**config.mk**
```make
export PLATFORM = sky130hd
export DESIGN_NAME = swdr_top
export DESIGN_NICKNAME = d
export VERILOG_FILES = /design/src/rtl/swdr_pkg.sv /design/src/rtl/swdr_sync.sv /design/src/rtl/swdr_timer.sv /design/src/rtl/swdr_top.sv
export VERILOG_INCLUDE_DIRS = /design/src /design/src/rtl
export SDC_FILE = /design/constraint.sdc
export NUM_CORES = 1
export LEC_CHECK = 0
export BUFFER_PORTS_ARGS = -buffer_cell sky130_fd_sc_hd__buf_2
export CAP_MARGIN = 20
export CORE_UTILIZATION = 55
export DETAILED_ROUTE_END_ITERATION = 8
export GPL_ROUTABILITY_DRIVEN = 1
export PLACE_DENSITY = 0.77
export SKIP_CTS_REPAIR_TIMING = 1
export SLEW_MARGIN = 0
export SYNTH_ARGS = -nofsm -noshare
export SYNTH_HDL_FRONTEND = slang
export SYNTH_SLANG_ARGS = --single-unit
```
**constraint.sdc**
```tcl
create_clock -name pclk -period 2.79 [get_ports pclk]
set_input_delay 0.1395 -clock pclk [delete_from_list [all_inputs] [get_ports pclk]]
set_output_delay 0.1395 -clock pclk [all_outputs]
set_load 0.02 [all_outputs]
```
**src/rtl/swdr_defs.svh**
```systemverilog
// Constants of the supervisor and watchdog block: offsets, fields, timing.
// Assumes a 10 MHz pclk; included by bare name.
`ifndef SWDR_DEFS_SVH
`define SWDR_DEFS_SVH

// ****************************************
// Widths and clock
// ****************************************
`define SWDR_CNT_W 24
`define SWDR_ADDR_W 8
`define SWDR_CLK_PERIOD_NS 100

// ****************************************
// Timing, in microseconds and in cycles
// ****************************************
`define SWDR_RST_DELAY_US 23000
`define SWDR_UPPER_US 855000
`define SWDR_LOWER_US 27600
// Least times round up, the longest time rounds down
`define SWDR_RST_DELAY_CYC \
  ((`SWDR_RST_DELAY_US * 1000 + `SWDR_CLK_PERIOD_NS - 1) / `SWDR_CLK_PERIOD_NS)
`define SWDR_UPPER_CYC ((`SWDR_UPPER_US * 1000) / `SWDR_CLK_PERIOD_NS)
`define SWDR_LOWER_CYC \
  ((`SWDR_LOWER_US * 1000 + `SWDR_CLK_PERIOD_NS - 1) / `SWDR_CLK_PERIOD_NS)

// ****************************************
// Register offsets
// ****************************************
`define SWDR_OFF_RST_DELAY 8'h00
`define SWDR_OFF_UPPER 8'h04
`define SWDR_OFF_LOWER 8'h08
`define SWDR_OFF_STATUS 8'h0C

// ****************************************
// Status fields
// ****************************************
`define SWDR_ST_RESET_N 0
`define SWDR_ST_FAULT_N 1
`define SWDR_ST_WD_LIVE 2
`define SWDR_ST_TIMEOUT 3
`define SWDR_ST_ARMED 4
`define SWDR_ST_STATE_LO 5
`define SWDR_ST_STATE_HI 7

`endif

```
**src/rtl/swdr_pkg.sv**
```systemverilog
// Types of the supervisor and watchdog block.
// Assumes swdr_defs.svh for the counter width.
`include "swdr_defs.svh"

package swdr_pkg;

  typedef enum logic [2:0] {
    ST_OFF = 3'b000,
    ST_POR_LOW = 3'b001,
    ST_POR_DELAY = 3'b010,
    ST_WATCH = 3'b011,
    ST_FAULT = 3'b100
  } swdr_state_t;

  typedef struct packed {
    logic [`SWDR_CNT_W-1:0] cnt;
  } swdr_timer_t;

  typedef struct packed {
    swdr_state_t st;
    logic rst_n;
    logic fault_n;
    logic armed;
    logic kick_prev;
    logic pready;
    logic pslverr;
    logic [31:0] prdata;
    logic [`SWDR_CNT_W-1:0] rst_delay;
    logic [`SWDR_CNT_W-1:0] upper;
    logic [`SWDR_CNT_W-1:0] lower;
  } swdr_top_t;

endpackage : swdr_pkg

```
**src/rtl/swdr_sync.sv**
```systemverilog
// Two-stage synchroniser for a group of pin inputs.
// Assumes the pins are quasi-static against pclk.
`timescale 1ns/10ps

module swdr_sync #(
  parameter int WIDTH = 5
) (
  // Clock and reset
  input wire logic pclk,
  input wire logic presetn,
  // Pins
  input wire logic [WIDTH-1:0] din,
  output logic [WIDTH-1:0] dout
);

  typedef struct packed {
    logic [WIDTH-1:0] s1;
    logic [WIDTH-1:0] s2;
  } swdr_sync_t;

  swdr_sync_t sync_reg;
  swdr_sync_t sync_next;

  generate
    if (WIDTH < 1)
    begin : g_chk
      $error("swdr_sync: WIDTH must be at least 1");
    end
  endgenerate

  always_comb
  begin
    sync_next.s1 = din;
    sync_next.s2 = sync_reg.s1;
  end

  always_ff @(posedge pclk or negedge presetn)
  begin
    if (!presetn)
      sync_reg <= '0;
    else
      sync_reg <= sync_next;
  end

  assign dout = sync_reg.s2;

endmodule : swdr_sync

```
**src/rtl/swdr_timer.sv**
```systemverilog
// Saturating cycle counter with clear, run and a terminal count.
// Assumes clear wins over run; done is combinational on the count.
`timescale 1ns/10ps
`include "swdr_defs.svh"

module swdr_timer (
  // Clock and reset
  input wire logic pclk,
  input wire logic presetn,
  // Control
  input wire logic clear,
  input wire logic run,
  input wire logic [`SWDR_CNT_W-1:0] limit,
  // Status
  output logic [`SWDR_CNT_W-1:0] count,
  output logic done
);

  swdr_pkg::swdr_timer_t tmr_reg;
  swdr_pkg::swdr_timer_t tmr_next;

  always_comb
  begin
    tmr_next = tmr_reg;
    if (clear)
      tmr_next.cnt = '0;
    else if (run && (tmr_reg.cnt != {`SWDR_CNT_W{1'b1}}))
      tmr_next.cnt = tmr_reg.cnt + 1'b1;
  end

  always_ff @(posedge pclk or negedge presetn)
  begin
    if (!presetn)
      tmr_reg <= '0;
    else
      tmr_reg <= tmr_next;
  end

  assign count = tmr_reg.cnt;
  assign done = (tmr_reg.cnt >= limit);

endmodule : swdr_timer

```
**src/rtl/swdr_top.sv**
```systemverilog
// Supervisor reset timer and processor watchdog, with APB registers.
// Assumes pins synchronous-safe via swdr_sync; vout_good from a comparator.
//
// The APB interface to the registers and the register addresses were left to the implementer.
`timescale 1ns/10ps
`include "swdr_defs.svh"

module swdr_top #(
  parameter int unsigned RST_DELAY_CYC = `SWDR_RST_DELAY_CYC,
  parameter int unsigned KICK_UPPER_CYC = `SWDR_UPPER_CYC,
  parameter int unsigned KICK_LOWER_CYC = `SWDR_LOWER_CYC
) (
  // Clock and reset
  input wire logic pclk,
  input wire logic presetn,
  // APB slave
  input wire logic psel,
  input wire logic penable,
  input wire logic pwrite,
  input wire logic [`SWDR_ADDR_W-1:0] paddr,
  input wire logic [31:0] pwdata,
  output logic [31:0] prdata,
  output logic pready,
  output logic pslverr,
  // Supervisor pins
  input wire logic shutdown_input,
  input wire logic vout_good,
  output logic supervisor_reset_n,
  // Watchdog pins
  input wire logic watchdog_enable_n,
  input wire logic timeout_mode,
  input wire logic kick_input,
  output logic watchdog_fault_n
);

  localparam int CW = `SWDR_CNT_W;

  // ****************************************
  // Parameter checks
  // ****************************************
  generate
    if ((RST_DELAY_CYC < 1) || (RST_DELAY_CYC >= (1 << CW)) ||
        (KICK_UPPER_CYC < 1) || (KICK_UPPER_CYC >= (1 << CW)) ||
        (KICK_LOWER_CYC >= KICK_UPPER_CYC))
    begin : g_chk
      $error("swdr_top: counts must fit the counter and lower < upper");
    end
  endgenerate

  localparam swdr_pkg::swdr_top_t RESET_VAL = '{
    st: swdr_pkg::ST_OFF,
    rst_n: 1'b0,
    fault_n: 1'b1,
    armed: 1'b0,
    kick_prev: 1'b0,
    pready: 1'b0,
    pslverr: 1'b0,
    prdata: 32'h0000_0000,
    rst_delay: CW'(RST_DELAY_CYC),
    upper: CW'(KICK_UPPER_CYC),
    lower: CW'(KICK_LOWER_CYC)
  };

  swdr_pkg::swdr_top_t top_reg;
  swdr_pkg::swdr_top_t top_next;

  // ****************************************
  // Pin synchronisers
  // ****************************************
  logic [4:0] pins_s;
  logic shut_s;
  logic vgood_s;
  logic en_n_s;
  logic timeout_s;
  logic kick_s;

  swdr_sync #(
    .WIDTH(5)
  ) u_sync (
    .pclk(pclk),
    .presetn(presetn),
    .din({kick_input, timeout_mode, watchdog_enable_n, vout_good, shutdown_input}),
    .dout(pins_s)
  );

  assign shut_s = pins_s[0];
  assign vgood_s = pins_s[1];
  assign en_n_s = pins_s[2];
  assign timeout_s = pins_s[3];
  assign kick_s = pins_s[4];

  // ****************************************
  // Kick edges
  // ****************************************
  logic kick_any;
  logic kick_fall;

  assign kick_any = kick_s ^ top_reg.kick_prev;
  assign kick_fall = top_reg.kick_prev & ~kick_s;

  // ****************************************
  // Timers
  // ****************************************
  logic rst_clr;
  logic rst_run;
  logic rst_done;
  logic wd_clr;
  logic wd_run;
  logic wd_done;
  logic [CW-1:0] wd_cnt;

  // One delay timer serves both power-on and fault pulse
  swdr_timer u_rst_timer (
    .pclk(pclk),
    .presetn(presetn),
    .clear(rst_clr),
    .run(rst_run),
    .limit(top_reg.rst_delay),
    .count(),
    .done(rst_done)
  );

  swdr_timer u_wd_timer (
    .pclk(pclk),
    .presetn(presetn),
    .clear(wd_clr),
    .run(wd_run),
    .limit(top_reg.upper),
    .count(wd_cnt),
    .done(wd_done)
  );

  // ****************************************
  // Register read mux
  // ****************************************
  logic [31:0] rd_data;
  logic addr_hit;

  always_comb
  begin
    rd_data = 32'h0000_0000;
    addr_hit = 1'b1;
    case (paddr)
      `SWDR_OFF_RST_DELAY: rd_data[CW-1:0] = top_reg.rst_delay;
      `SWDR_OFF_UPPER: rd_data[CW-1:0] = top_reg.upper;
      `SWDR_OFF_LOWER: rd_data[CW-1:0] = top_reg.lower;
      `SWDR_OFF_STATUS:
      begin
        rd_data[`SWDR_ST_RESET_N] = top_reg.rst_n;
        rd_data[`SWDR_ST_FAULT_N] = top_reg.fault_n;
        rd_data[`SWDR_ST_WD_LIVE] = (top_reg.st == swdr_pkg::ST_WATCH) & ~en_n_s;
        rd_data[`SWDR_ST_TIMEOUT] = timeout_s;
        rd_data[`SWDR_ST_ARMED] = top_reg.armed;
        rd_data[`SWDR_ST_STATE_HI:`SWDR_ST_STATE_LO] = top_reg.st;
      end
      default: addr_hit = 1'b0;
    endcase
  end

  // ****************************************
  // Next state
  // ****************************************
  always_comb
  begin
    top_next = top_reg;
    top_next.kick_prev = kick_s;
    rst_clr = 1'b0;
    rst_run = 1'b0;
    wd_clr = 1'b0;
    wd_run = 1'b0;

    // APB: one wait state, the write lands with pready high
    top_next.pready = psel & penable & ~top_reg.pready;
    if (psel && penable && !top_reg.pready)
    begin
      top_next.prdata = pwrite ? 32'h0000_0000 : rd_data;
      top_next.pslverr = ~addr_hit;
    end
    if (psel && penable && top_reg.pready && pwrite)
    begin
      case (paddr)
        `SWDR_OFF_RST_DELAY: top_next.rst_delay = pwdata[CW-1:0];
        `SWDR_OFF_UPPER: top_next.upper = pwdata[CW-1:0];
        `SWDR_OFF_LOWER: top_next.lower = pwdata[CW-1:0];
        default: top_next.rst_delay = top_reg.rst_delay;
      endcase
    end

    case (top_reg.st)
      swdr_pkg::ST_OFF:
      begin
        rst_clr = 1'b1;
        wd_clr = 1'b1;
        top_next.st = swdr_pkg::ST_POR_LOW;
      end
      swdr_pkg::ST_POR_LOW:
      begin
        rst_clr = 1'b1;
        wd_clr = 1'b1;
        top_next.rst_n = 1'b0;
        if (vgood_s)
          top_next.st = swdr_pkg::ST_POR_DELAY;
      end
      swdr_pkg::ST_POR_DELAY:
      begin
        rst_run = 1'b1;
        wd_clr = 1'b1;
        if (rst_done)
        begin
          top_next.rst_n = 1'b1;
          top_next.st = swdr_pkg::ST_WATCH;
          rst_clr = 1'b1;
        end
      end
      swdr_pkg::ST_WATCH:
      begin
        if (en_n_s)
        begin
          wd_clr = 1'b1;
          top_next.armed = 1'b0;
        end
        else if (timeout_s)
        begin
          if (kick_any)
            wd_clr = 1'b1;
          else if (wd_done)
            top_next.st = swdr_pkg::ST_FAULT;
          else
            wd_run = 1'b1;
        end
        else if (kick_fall)
        begin
          // First edge before arming has no previous edge to measure from
          if (top_reg.armed && (wd_cnt < top_reg.lower))
            top_next.st = swdr_pkg::ST_FAULT;
          else
          begin
            wd_clr = 1'b1;
            top_next.armed = 1'b1;
          end
        end
        else if (wd_done)
          top_next.st = swdr_pkg::ST_FAULT;
        else
          wd_run = 1'b1;
        if (top_next.st == swdr_pkg::ST_FAULT)
        begin
          top_next.fault_n = 1'b0;
          top_next.armed = 1'b0;
          rst_clr = 1'b1;
          wd_clr = 1'b1;
        end
      end
      swdr_pkg::ST_FAULT:
      begin
        wd_clr = 1'b1;
        rst_run = 1'b1;
        if (rst_done || en_n_s)
        begin
          top_next.fault_n = 1'b1;
          top_next.st = swdr_pkg::ST_WATCH;
          rst_clr = 1'b1;
        end
      end
      default:
      begin
        top_next.st = swdr_pkg::ST_OFF;
      end
    endcase

    // Voltage drop overrides the whole state machine except shutdown; register writes still land
    if (!vgood_s && (top_reg.st != swdr_pkg::ST_OFF))
    begin
      top_next.st = swdr_pkg::ST_POR_LOW;
      top_next.rst_n = 1'b0;
      top_next.fault_n = 1'b1;
      top_next.armed = 1'b0;
      rst_clr = 1'b1;
      rst_run = 1'b0;
      wd_clr = 1'b1;
      wd_run = 1'b0;
    end
    if (!shut_s)
    begin
      top_next.st = swdr_pkg::ST_OFF;
      top_next.rst_n = 1'b0;
      top_next.fault_n = 1'b1;
      top_next.armed = 1'b0;
      rst_clr = 1'b1;
      rst_run = 1'b0;
      wd_clr = 1'b1;
      wd_run = 1'b0;
    end
  end

  always_ff @(posedge pclk or negedge presetn)
  begin
    if (!presetn)
      top_reg <= RESET_VAL;
    else
      top_reg <= top_next;
  end

  assign prdata = top_reg.prdata;
  assign pready = top_reg.pready;
  assign pslverr = top_reg.pslverr;
  assign supervisor_reset_n = top_reg.rst_n;
  assign watchdog_fault_n = top_reg.fault_n;
endmodule : swdr_top

```
Word level (Yosys, flattened, before mapping)
Cells that the tools add are included.
W data, S select, Z words.
{"block": "word_totals", "regBits": 171, "in_bits": 50, "output_inout_bits": 36, "wordCells": 132}
{"block": "classes", "add_sub_neg": 2, "n_lt_le_gt_ge": 3, "eq_ne": 20, "muxes": 56, "bitwise_logic": 9, "n_reduce_logical": 27}
{"operator": "$mux W24", "count": 5}
{"operator": "$add A24 B1 Y24 const B", "count": 2}
{"operator": "$ge A24 B24 Y1", "count": 2}
{"operator": "$ne A24 B24 Y1 const B", "count": 2}
{"operator": "$pmux W16 S3", "count": 1}
{"operator": "$pmux W8 S4", "count": 1}
{"operator": "$mux W1", "count": 31}
{"operator": "$mux W3", "count": 9}
{"operator": "$lt A24 B24 Y1", "count": 1}
{"operator": "$ne A4 B4 Y1 const B", "count": 5}
{"operator": "$eq A8 B4 Y1 const B", "count": 2}
{"operator": "$pmux W3 S5", "count": 1}
{"operator": "$mux W6", "count": 2}
{"operator": "$ne A5 B4 Y1 const B", "count": 2}
{"operator": "$eq A8 B3 Y1 const B", "count": 1}
{"operator": "$logic_and A1 B1 Y1", "count": 8}
{"operator": "$logic_not A8 Y1", "count": 1}
{"operator": "$reduce_and A2 Y1", "count": 4}
{"operator": "$reduce_or A4 Y1", "count": 2}
{"operator": "$eq A3 B2 Y1 const B", "count": 2}
{"operator": "$eq A3 B3 Y1 const B", "count": 2}
{"operator": "$pmux W1 S2", "count": 3}
{"operator": "$reduce_and A3 Y1", "count": 2}
{"operator": "$ne A5 B5 Y1 const B", "count": 1}
{"operator": "16 further kinds", "count": 25}

Depth between registers and ports, before layout
Gate-level depths: netlist of run 1.
{"block": "depth", "word_depth": 13, "mapped_depth": 11, "mapped_depth_nobuf": 9}

By module
From an unflattened synthesis of run 1, not the netlist that was laid out.
{"block": "hier_totals", "hier_cells": 991, "area_unflattened_um2": 9776.9}
{"mod": "swdr_top", "n_inst": 1, "cells_each": 535, "area_per_inst_um2": 5605.4, "seq_area_each_um2": 2657.5}
{"mod": "swdr_timer", "n_inst": 2, "cells_each": 223, "area_per_inst_um2": 1960.6, "seq_area_each_um2": 600.6}
{"mod": "swdr_sync", "n_inst": 1, "cells_each": 10, "area_per_inst_um2": 250.2, "seq_area_each_um2": 250.2}

Least setup slack after synthesis of run 1
No wires, ideal clock.
{"block": "synth_timing", "path_kind": "flip-flop to flip-flop", "from": "register top_reg[57] in the netlist's numbering", "to": "register u_rst_timer.tmr_reg (netlist bit u_rst_timer.count[13])", "setup_ns": 0.129, "arrival_time_ns": 2.537, "required_time_ns": 2.661, "slack_ns": 0.124, "path_stages_with_launch": 11, "path_buffers": 1, "period_less_slack_ns": 2.666, "path_cell_list": "dfstp_2 > inv_1 > ha_1 > nand4_1 > or3_1 > or4_4 > o22ai_4 > nor2_2 > o311ai_4 > buf_6 > nor3_2"}
{"block": "synth_via", "elab_chain_len": 7, "elab_cells_between_ends": 9, "cone_classes": "order compare: 1; mux: 6; reduce/logical: 2"}
{"element": "start, declared", "line": "swdr_top.sv:64", "rtl": "swdr_pkg::swdr_top_t top_reg;"}
{"element": "start signal, assigned", "line": "swdr_top.sv:301", "rtl": "top_reg <= top_next;"}
{"element": "$ge A24 B24 Y1 *", "line": "swdr_timer.sv:40", "rtl": "assign done = (tmr_reg.cnt >= limit);"}
{"element": "$logic_or A1 B1 Y1", "line": "swdr_top.sv:258", "rtl": "if (rst_done || en_n_s)"}
{"element": "$mux W1", "line": "swdr_top.sv:258"}
{"element": "$pmux W1 S4 *", "line": "swdr_top.sv:189", "rtl": "case (top_reg.st)"}
{"element": "$mux W1 *", "line": "swdr_top.sv:272", "rtl": "if (!vgood_s && (top_reg.st != swdr_pkg::ST_OFF))"}
{"element": "$mux W1 *", "line": "swdr_top.sv:283", "rtl": "if (!shut_s)"}
{"element": "$mux W24 / $reduce_bool A2 Y1 (equally long branches)"}
{"element": "end signal, assigned", "line": "swdr_timer.sv:36", "rtl": "tmr_reg <= tmr_next;"}
{"element": "end, declared", "line": "swdr_timer.sv:19", "rtl": "swdr_pkg::swdr_timer_t tmr_reg;"}
Mark *: on every way between the ends. The rest lies on a longest branch, timed or not.
A chain may end at the register's enable or synchronous reset.

Worst setup path in the final report of run 1
{"block": "layout_timing", "from": "register top_reg[53] in the netlist's numbering", "to": "register u_rst_timer.tmr_reg (netlist bit u_rst_timer.count[12])"}
The elaborated chain is that of the path after synthesis.

==> results.sh, run 1 <==
export IMPL_outcome="finished, violations left"
export IMPL_violations="negative hold slack, negative setup slack"
export IMPL_clock_latency_ps=440
export IMPL_initial_utilization_pct=56.12
export IMPL_drtAntennaViolNets=0
export IMPL_grt_pass1_vias=7457
export IMPL_synth_edf_count=0
export IMPL_path_depth=10
export IMPL_fin_ws_ps=-18.72
export IMPL_core_um2=17240
export IMPL_viasPerCell=5.965
export IMPL_cts_root_buf="clkbuf_16"
export IMPL_cp_max_fo=24
export IMPL_p_per_area_nw_per_um2=453.0
export IMPL_tritoncts="built"
export IMPL_drc=0
export IMPL_rr_worst_depth=10
export IMPL_ys_ff_latch=163
export IMPL_setup_viol=7
export IMPL_p_int_mw=3.992
export IMPL_rsz0062_at_grt="yes"
export IMPL_portBuffers=69
export IMPL_cp_arrival_ps=3160
export IMPL_grt_pass1_wl_um=38380
export IMPL_ys_types=72
export IMPL_total_power_mw=5.192
export IMPL_cap_violations=0
export IMPL_die_area_um2=18120
export IMPL_clock_power_share_pct=47.3
export IMPL_post_route_util_pct=66.49
export IMPL_crit_family="compound AO/OA/AOI/OAI gates"
export IMPL_grt_max_degree=65
export IMPL_path_buf_inv=2
export IMPL_end_kind="flop"
export IMPL_cts_made_buffers=17
export IMPL_n_antenna_cell=0
export IMPL_min_path_type="input pin to flop"
export IMPL_syn_area_um2=9673
export IMPL_cts_sinks=163
export IMPL_path_cells="inv_1 -> ha_1 -> and3_1 -> a221o_1 -> a31oi_4 -> o22ai_4 -> o31ai_2 -> o311ai_4 -> buf_12 -> nor3_2"
export IMPL_yosysSeqAreaShare_pct=42.48
export IMPL_min_period_ps=2809
export IMPL_p_sw_share_pct=23.12
export IMPL_power_frac_comb_pct=6.4
export IMPL_die_w_um=134.6
export IMPL_synth_async_sr_flop_share_pct=100.0
export IMPL_drt_wl_total_um=25210
export IMPL_crit_type="flop to flop"
export IMPL_die_h_um=134.6
export IMPL_avgSynthCellArea_um2=9.972
export IMPL_fillers=1279
export IMPL_rows=48
export IMPL_hold_violations=2
export IMPL_mostFrequentLayoutCells="dfrtp_1 (139), nand2_1 (102), inv_1 (83), o21ai_0 (80), ha_1 (70)"
export IMPL_io_pins=86
export IMPL_ir_drop_mv=0.4947
export IMPL_drt_iter0_markers=490
export IMPL_p_leak_nw=5.299
export IMPL_ys_warn_count=0
export IMPL_mostFrequentLayoutCell="dfrtp_1"
export IMPL_cp_start_kind="flop"
export IMPL_fin_skew_ps=14.50
export IMPL_synthCells=970
export IMPL_largest_reg_flops=77
export IMPL_cpPeakStageDelay_ps=530
export IMPL_clk_pin_slew_worst_paths_ps=60
export IMPL_cts_max_path_buffers=2
export IMPL_min_period_over_period_pct=100.7
export IMPL_drive_above_1_share_pct=26.04
export IMPL_gp_congestion=0.9084
export IMPL_placed_cell_area_um2=10240
export IMPL_gr_usage_all_layers_pct=27.93
export IMPL_holdPathStages=3
export IMPL_grt_ovfl_total=0
export IMPL_area_delta_synth_final_pct=18.48
export IMPL_layout_nets=1190
export IMPL_cpMaxStageDelayCell="dfstp_2"
export IMPL_worst_pin_slew_ps=845.8
export IMPL_design_area_um2=11460
export IMPL_holdWs_ps=-7.983
export IMPL_drv_slew=0
export IMPL_post_place_ws_ps=-23.24
export IMPL_ys_flop_type="dfrtp_1"
export IMPL_h_tree_depth=4
export IMPL_grt_antenna_before_repair=0
export IMPL_seq_power_share_pct=46.3
export IMPL_drt_pass1_iterations=7
export IMPL_critPathRequiredTime_ps=3140
export IMPL_wire_per_inst_um=19.34
export IMPL_relSlewSlack_pct=43.61
export IMPL_dr_total_vias=7778
export IMPL_power_switching_mw=1.200
export IMPL_max_freq_mhz=356.0
export IMPL_dp_hpwl_um=17380
[path summary, 6_finish.rpt]
check | from | to | slack (ps)
setup / recovery | top_reg[53] | u_rst_timer.count[12] | -20
hold / removal | pwdata[9] | top_reg[57] | -8
setup reg to reg | top_reg[53] | u_rst_timer.count[12] | -20
hold reg to reg | u_sync.sync_next[0] | u_sync.dout[0] | 350
max in group asynchronous | presetn | top_reg[13] | 1670
min in group asynchronous | presetn | prdata[7] | 260
[power groups by stage]
stage	registers, mW	logic (mW)	clock network (mW)
6_report	2.40	0.333	2.46
5_1_grt	2.40	0.363	2.58
4_1_cts	2.40	0.300	2.49
3_5_place_dp	2.44	0.296	0
3_3_place_gp	2.44	0.294	0
2_1_floorplan	2.44	0.160	0
[per-stage QoR]
stage / setup TNS, ps / instances
after floorplan: 0 / 977
after global placement: 0 / 1236
after detailed placement: -122.8 / 1236
after CTS: -548.3 / 1268
after global routing: -1717 / 1304
final: -68.91 / 1304
[cell type report]
cell class | instances | area [µm²] | area share [%]
sequential | 163 | 4109 | 35.85
clock buffer | 21 | 470.5 | 4.105
clock inverter | 11 | 151.4 | 1.321
inverter | 84 | 315.3 | 2.751
multi-input combinational | 658 | 5047 | 44.04
tap | 225 | 281.5 | 2.456
timing repair buffer | 142 | 1086 | 9.476
[synthesized netlist by cell type (8+ instances only)]
cell type	count	area share, %
ha_1	74	9.6
nor3_1	16	0.83
a21oi_1	43	2.2
nand2b_1	8	0.52
or4_1	17	1.3
a22o_1	24	2.2
o31ai_1	20	1.6
o21ai_0	82	4.2
nand2_1	102	4.0
nor2_1	30	1.2
dfrtp_1	139	36
mux2_2	27	3.1
dfstp_2	24	6.5
xnor2_1	18	1.6
nor3_2	21	2.2
nand3_1	24	1.2
nand4_1	21	1.4
mux4_2	8	1.9
xor2_1	8	0.72
buf_4	35	2.7
mux2i_1	18	1.9
nor4_1	10	0.65
inv_1	84	3.3
clkbuf_1	26	1.0
[cells by family after synthesis]
| logic type | count (synthesis) | synth area share, % |
|---|---|---|
| AND/OR/NAND/NOR | 288 | 16.74 |
| AO/OA/AOI/OAI | 208 | 14.03 |
| flip-flops | 163 | 42.48 |
| buffers and inverters | 156 | 7.800 |
| adder cells (fa/ha/maj) | 74 | 9.572 |
| multiplexers | 54 | 6.985 |
| XOR/XNOR | 26 | 2.354 |
| other | 1 | 0.03877 |
[worst reg2reg max path, delay by kind of cell (launching register included)]
kind	cells	cell delay, ps
AND/OR/NAND/NOR	2	390
flip-flops	1	530
AO/OA/AOI/OAI	5	1210
adder cells (fa/ha/maj)	1	310
buffers and inverters	2	280
[routing by layer]
| layer | share of wire (%) | GRT usage [%] | vias to the layer above |
|---|---|---|---|
| met4 | 2.9 | 12.42 | 0 |
| met2 | 50 | 46.40 | 222 |
| met1 | 43 | 35.75 | 3887 |
| li1 | - | - | 3616 |
| met5 | 0 | 0 | - |
| met3 | 4.4 | 5.105 | 53 |
No activity file was read; power rests on OpenSTA's default activity.
==> run 2, diff against run 1 <==
--- a/config.mk
+++ b/config.mk
@@ -11,6 +11,7 @@
 export CORE_UTILIZATION = 55
 export DETAILED_ROUTE_END_ITERATION = 8
 export GPL_ROUTABILITY_DRIVEN = 1
+export MAX_ROUTING_LAYER = met4
 export PLACE_DENSITY = 0.77
 export SKIP_CTS_REPAIR_TIMING = 1
 export SLEW_MARGIN = 0
==> results.sh, run 2 (synthesis gave the netlist of run 1 again) <==
export IMPL_timing_rr_end="u_rst_timer.count[12]"
export IMPL_cts_root_buf="clkbuf_16"
export IMPL_die_h_um=134.6
export IMPL_viasPerCell=5.992
export IMPL_cpPeakStageDelay_ps=530
export IMPL_outcome="finished, violations left"
export IMPL_mostFrequentLayoutCell="dfrtp_1"
export IMPL_wire_per_inst_um=19.57
export IMPL_critPathRequiredTime_ps=3140
export IMPL_drt_pass1_iterations=6
export IMPL_core_um2=17240
export IMPL_largest_reg_flops=77
export IMPL_drt_wl_total_um=25510
export IMPL_crit_type="flop to flop"
export IMPL_power_switching_mw=1.208
export IMPL_grt_antenna_before_repair=0
export IMPL_seq_power_share_pct=46.2
export IMPL_gr_usage_all_layers_pct=28.90
export IMPL_worst_pin_slew_ps=861.9
export IMPL_violations="negative hold slack, negative setup slack"
export IMPL_grt_pass1_vias=7436
export IMPL_area_delta_synth_final_pct=18.69
export IMPL_drc=0
export IMPL_die_w_um=134.6
export IMPL_io_pins=86
export IMPL_dr_total_vias=7808
export IMPL_relSlewSlack_pct=42.54
export IMPL_clock_power_share_pct=47.3
export IMPL_setup_viol=16
export IMPL_p_int_mw=3.991
export IMPL_min_path_type="input pin to flop"
export IMPL_end_kind="flop"
export IMPL_portBuffers=69
export IMPL_max_freq_mhz=350.5
export IMPL_min_delay_start="pwdata[9]"
export IMPL_cpMaxStageDelayCell="dfstp_2"
export IMPL_cts_sinks=163
export IMPL_grt_ovfl_total=0
export IMPL_hold_violations=3
export IMPL_holdWs_ps=-13.51
export IMPL_layout_nets=1189
export IMPL_fin_skew_ps=12.33
export IMPL_crit_family="compound AO/OA/AOI/OAI gates"
export IMPL_path_cells="inv_1 -> ha_1 -> and3_1 -> a221o_1 -> a31oi_4 -> o22ai_4 -> o31ai_2 -> o311ai_4 -> buf_12 -> nor3_2"
export IMPL_dp_hpwl_um=17380
export IMPL_h_tree_depth=4
export IMPL_cp_start_kind="flop"
export IMPL_grt_pass1_wl_um=38430
export IMPL_power_frac_comb_pct=6.4
export IMPL_drtAntennaViolNets=0
export IMPL_drt_iter0_markers=490
export IMPL_drive_above_1_share_pct=26.44
export IMPL_p_sw_share_pct=23.23
export IMPL_fillers=1274
export IMPL_rr_worst_depth=10
export IMPL_design_area_um2=11480
export IMPL_post_place_ws_ps=-23.24
export IMPL_p_per_area_nw_per_um2=452.8
export IMPL_placed_cell_area_um2=10240
export IMPL_initial_utilization_pct=56.12
export IMPL_cp_arrival_ps=3200
export IMPL_holdPathStages=3
export IMPL_min_period_over_period_pct=102.2
export IMPL_min_period_ps=2853
export IMPL_cts_made_buffers=17
export IMPL_r2r_start="top_reg[53]"
export IMPL_cap_violations=0
export IMPL_tritoncts="built"
export IMPL_cts_max_path_buffers=2
export IMPL_ir_drop_mv=0.4958
export IMPL_clock_latency_ps=440
export IMPL_path_buf_inv=2
export IMPL_cp_max_fo=24
export IMPL_mostFrequentLayoutCells="dfrtp_1 (139), nand2_1 (102), inv_1 (83), o21ai_0 (80), ha_1 (70)"
export IMPL_min_to="top_reg[57]"
export IMPL_p_leak_nw=5.306
export IMPL_n_antenna_cell=0
export IMPL_die_area_um2=18120
export IMPL_r2r_slack_ps=-60
export IMPL_rows=48
export IMPL_rsz0062_at_grt="yes"
export IMPL_grt_max_degree=65
export IMPL_fin_ws_ps=-62.75
export IMPL_gp_congestion=0.9241
export IMPL_clk_pin_slew_worst_paths_ps=60
export IMPL_drv_slew=0
-- run 2: cell types whose count changed in the layout (fill, tap and decap cells not counted), sizes merged --
cell / before / now
buf: 112 / 111
-- run 2: per-stage QoR --
step / cells / power (mW) / hold WS, ps / utilization, % / TNS (ps)
2_1_floorplan: 977 / 2.600 / -156.1 / - / 0
3_3_place_gp: 1236 / 2.737 / 172.2 / 59.39 / 0
3_5_place_dp: 1236 / 2.741 / 170.1 / 59.39 / -122.8
4_1_cts: 1268 / 5.190 / -289.8 / 63.00 / -548.3
5_1_grt: 1303 / 5.352 / 2.990 / 66.61 / -2411
6_report: 1303 / 5.199 / -13.51 / 66.61 / -260.2
-- run 2: worst max-delay path by stage --
stage | startpoint | to | slack, ps | depth (start not counted)
global route | top_reg[34] | u_wd_timer.count[15] | -120 | 11
finish | top_reg[53] | u_rst_timer.count[12] | -60 | 10
detailed placement | top_reg[33] | u_wd_timer.count[10] | -20 | 10
floorplan | top_reg[57] | u_rst_timer.count[13] | 120 | 10
global placement | top_reg[63] | u_rst_timer.count[3] | 40 | 10
CTS | top_reg[33] | u_wd_timer.count[17] | -50 | 10
-- run 2: power groups by stage --
| stage | Sequential [mW] | Combinational, mW | Clock [mW] |
|---|---|---|---|
| floorplan | 2.44 | 0.160 | 0 |
| global placement | 2.44 | 0.294 | 0 |
| detailed placement | 2.44 | 0.296 | 0 |
| CTS | 2.40 | 0.300 | 2.49 |
| global route | 2.40 | 0.364 | 2.58 |
| finish | 2.40 | 0.335 | 2.46 |
-- run 2: final cells by class --
cell class | instances | area (µm²) | share of cell area, %
Clock buffer | 21 | 470.5 | 4.098
Clock inverter | 11 | 151.4 | 1.319
Inverter | 84 | 315.3 | 2.746
Multi-Input combinational cell | 658 | 5055 | 44.03
Sequential cell | 163 | 4109 | 35.79
Tap cell | 225 | 281.5 | 2.452
Timing Repair Buffer | 141 | 1099 | 9.568
-- run 2: tightest hold or removal path: cells and delay by family --
kind	cells	cell delay [ps]
buffers and inverters	1	140
and+or+nand+nor	1	60
AOI/OAI and AO/OA	1	70
-- run 2: metal layers --
layer | global-route usage (%) | routed length [µm] | vias up
li1 | - | - | 3615
met5 | - | 0 | -
met3 | 5.405 | 1110 | 67
met1 | 35.93 | 10880 | 3875
met2 | 46.46 | 12600 | 251
met4 | 12.23 | 916 | 0
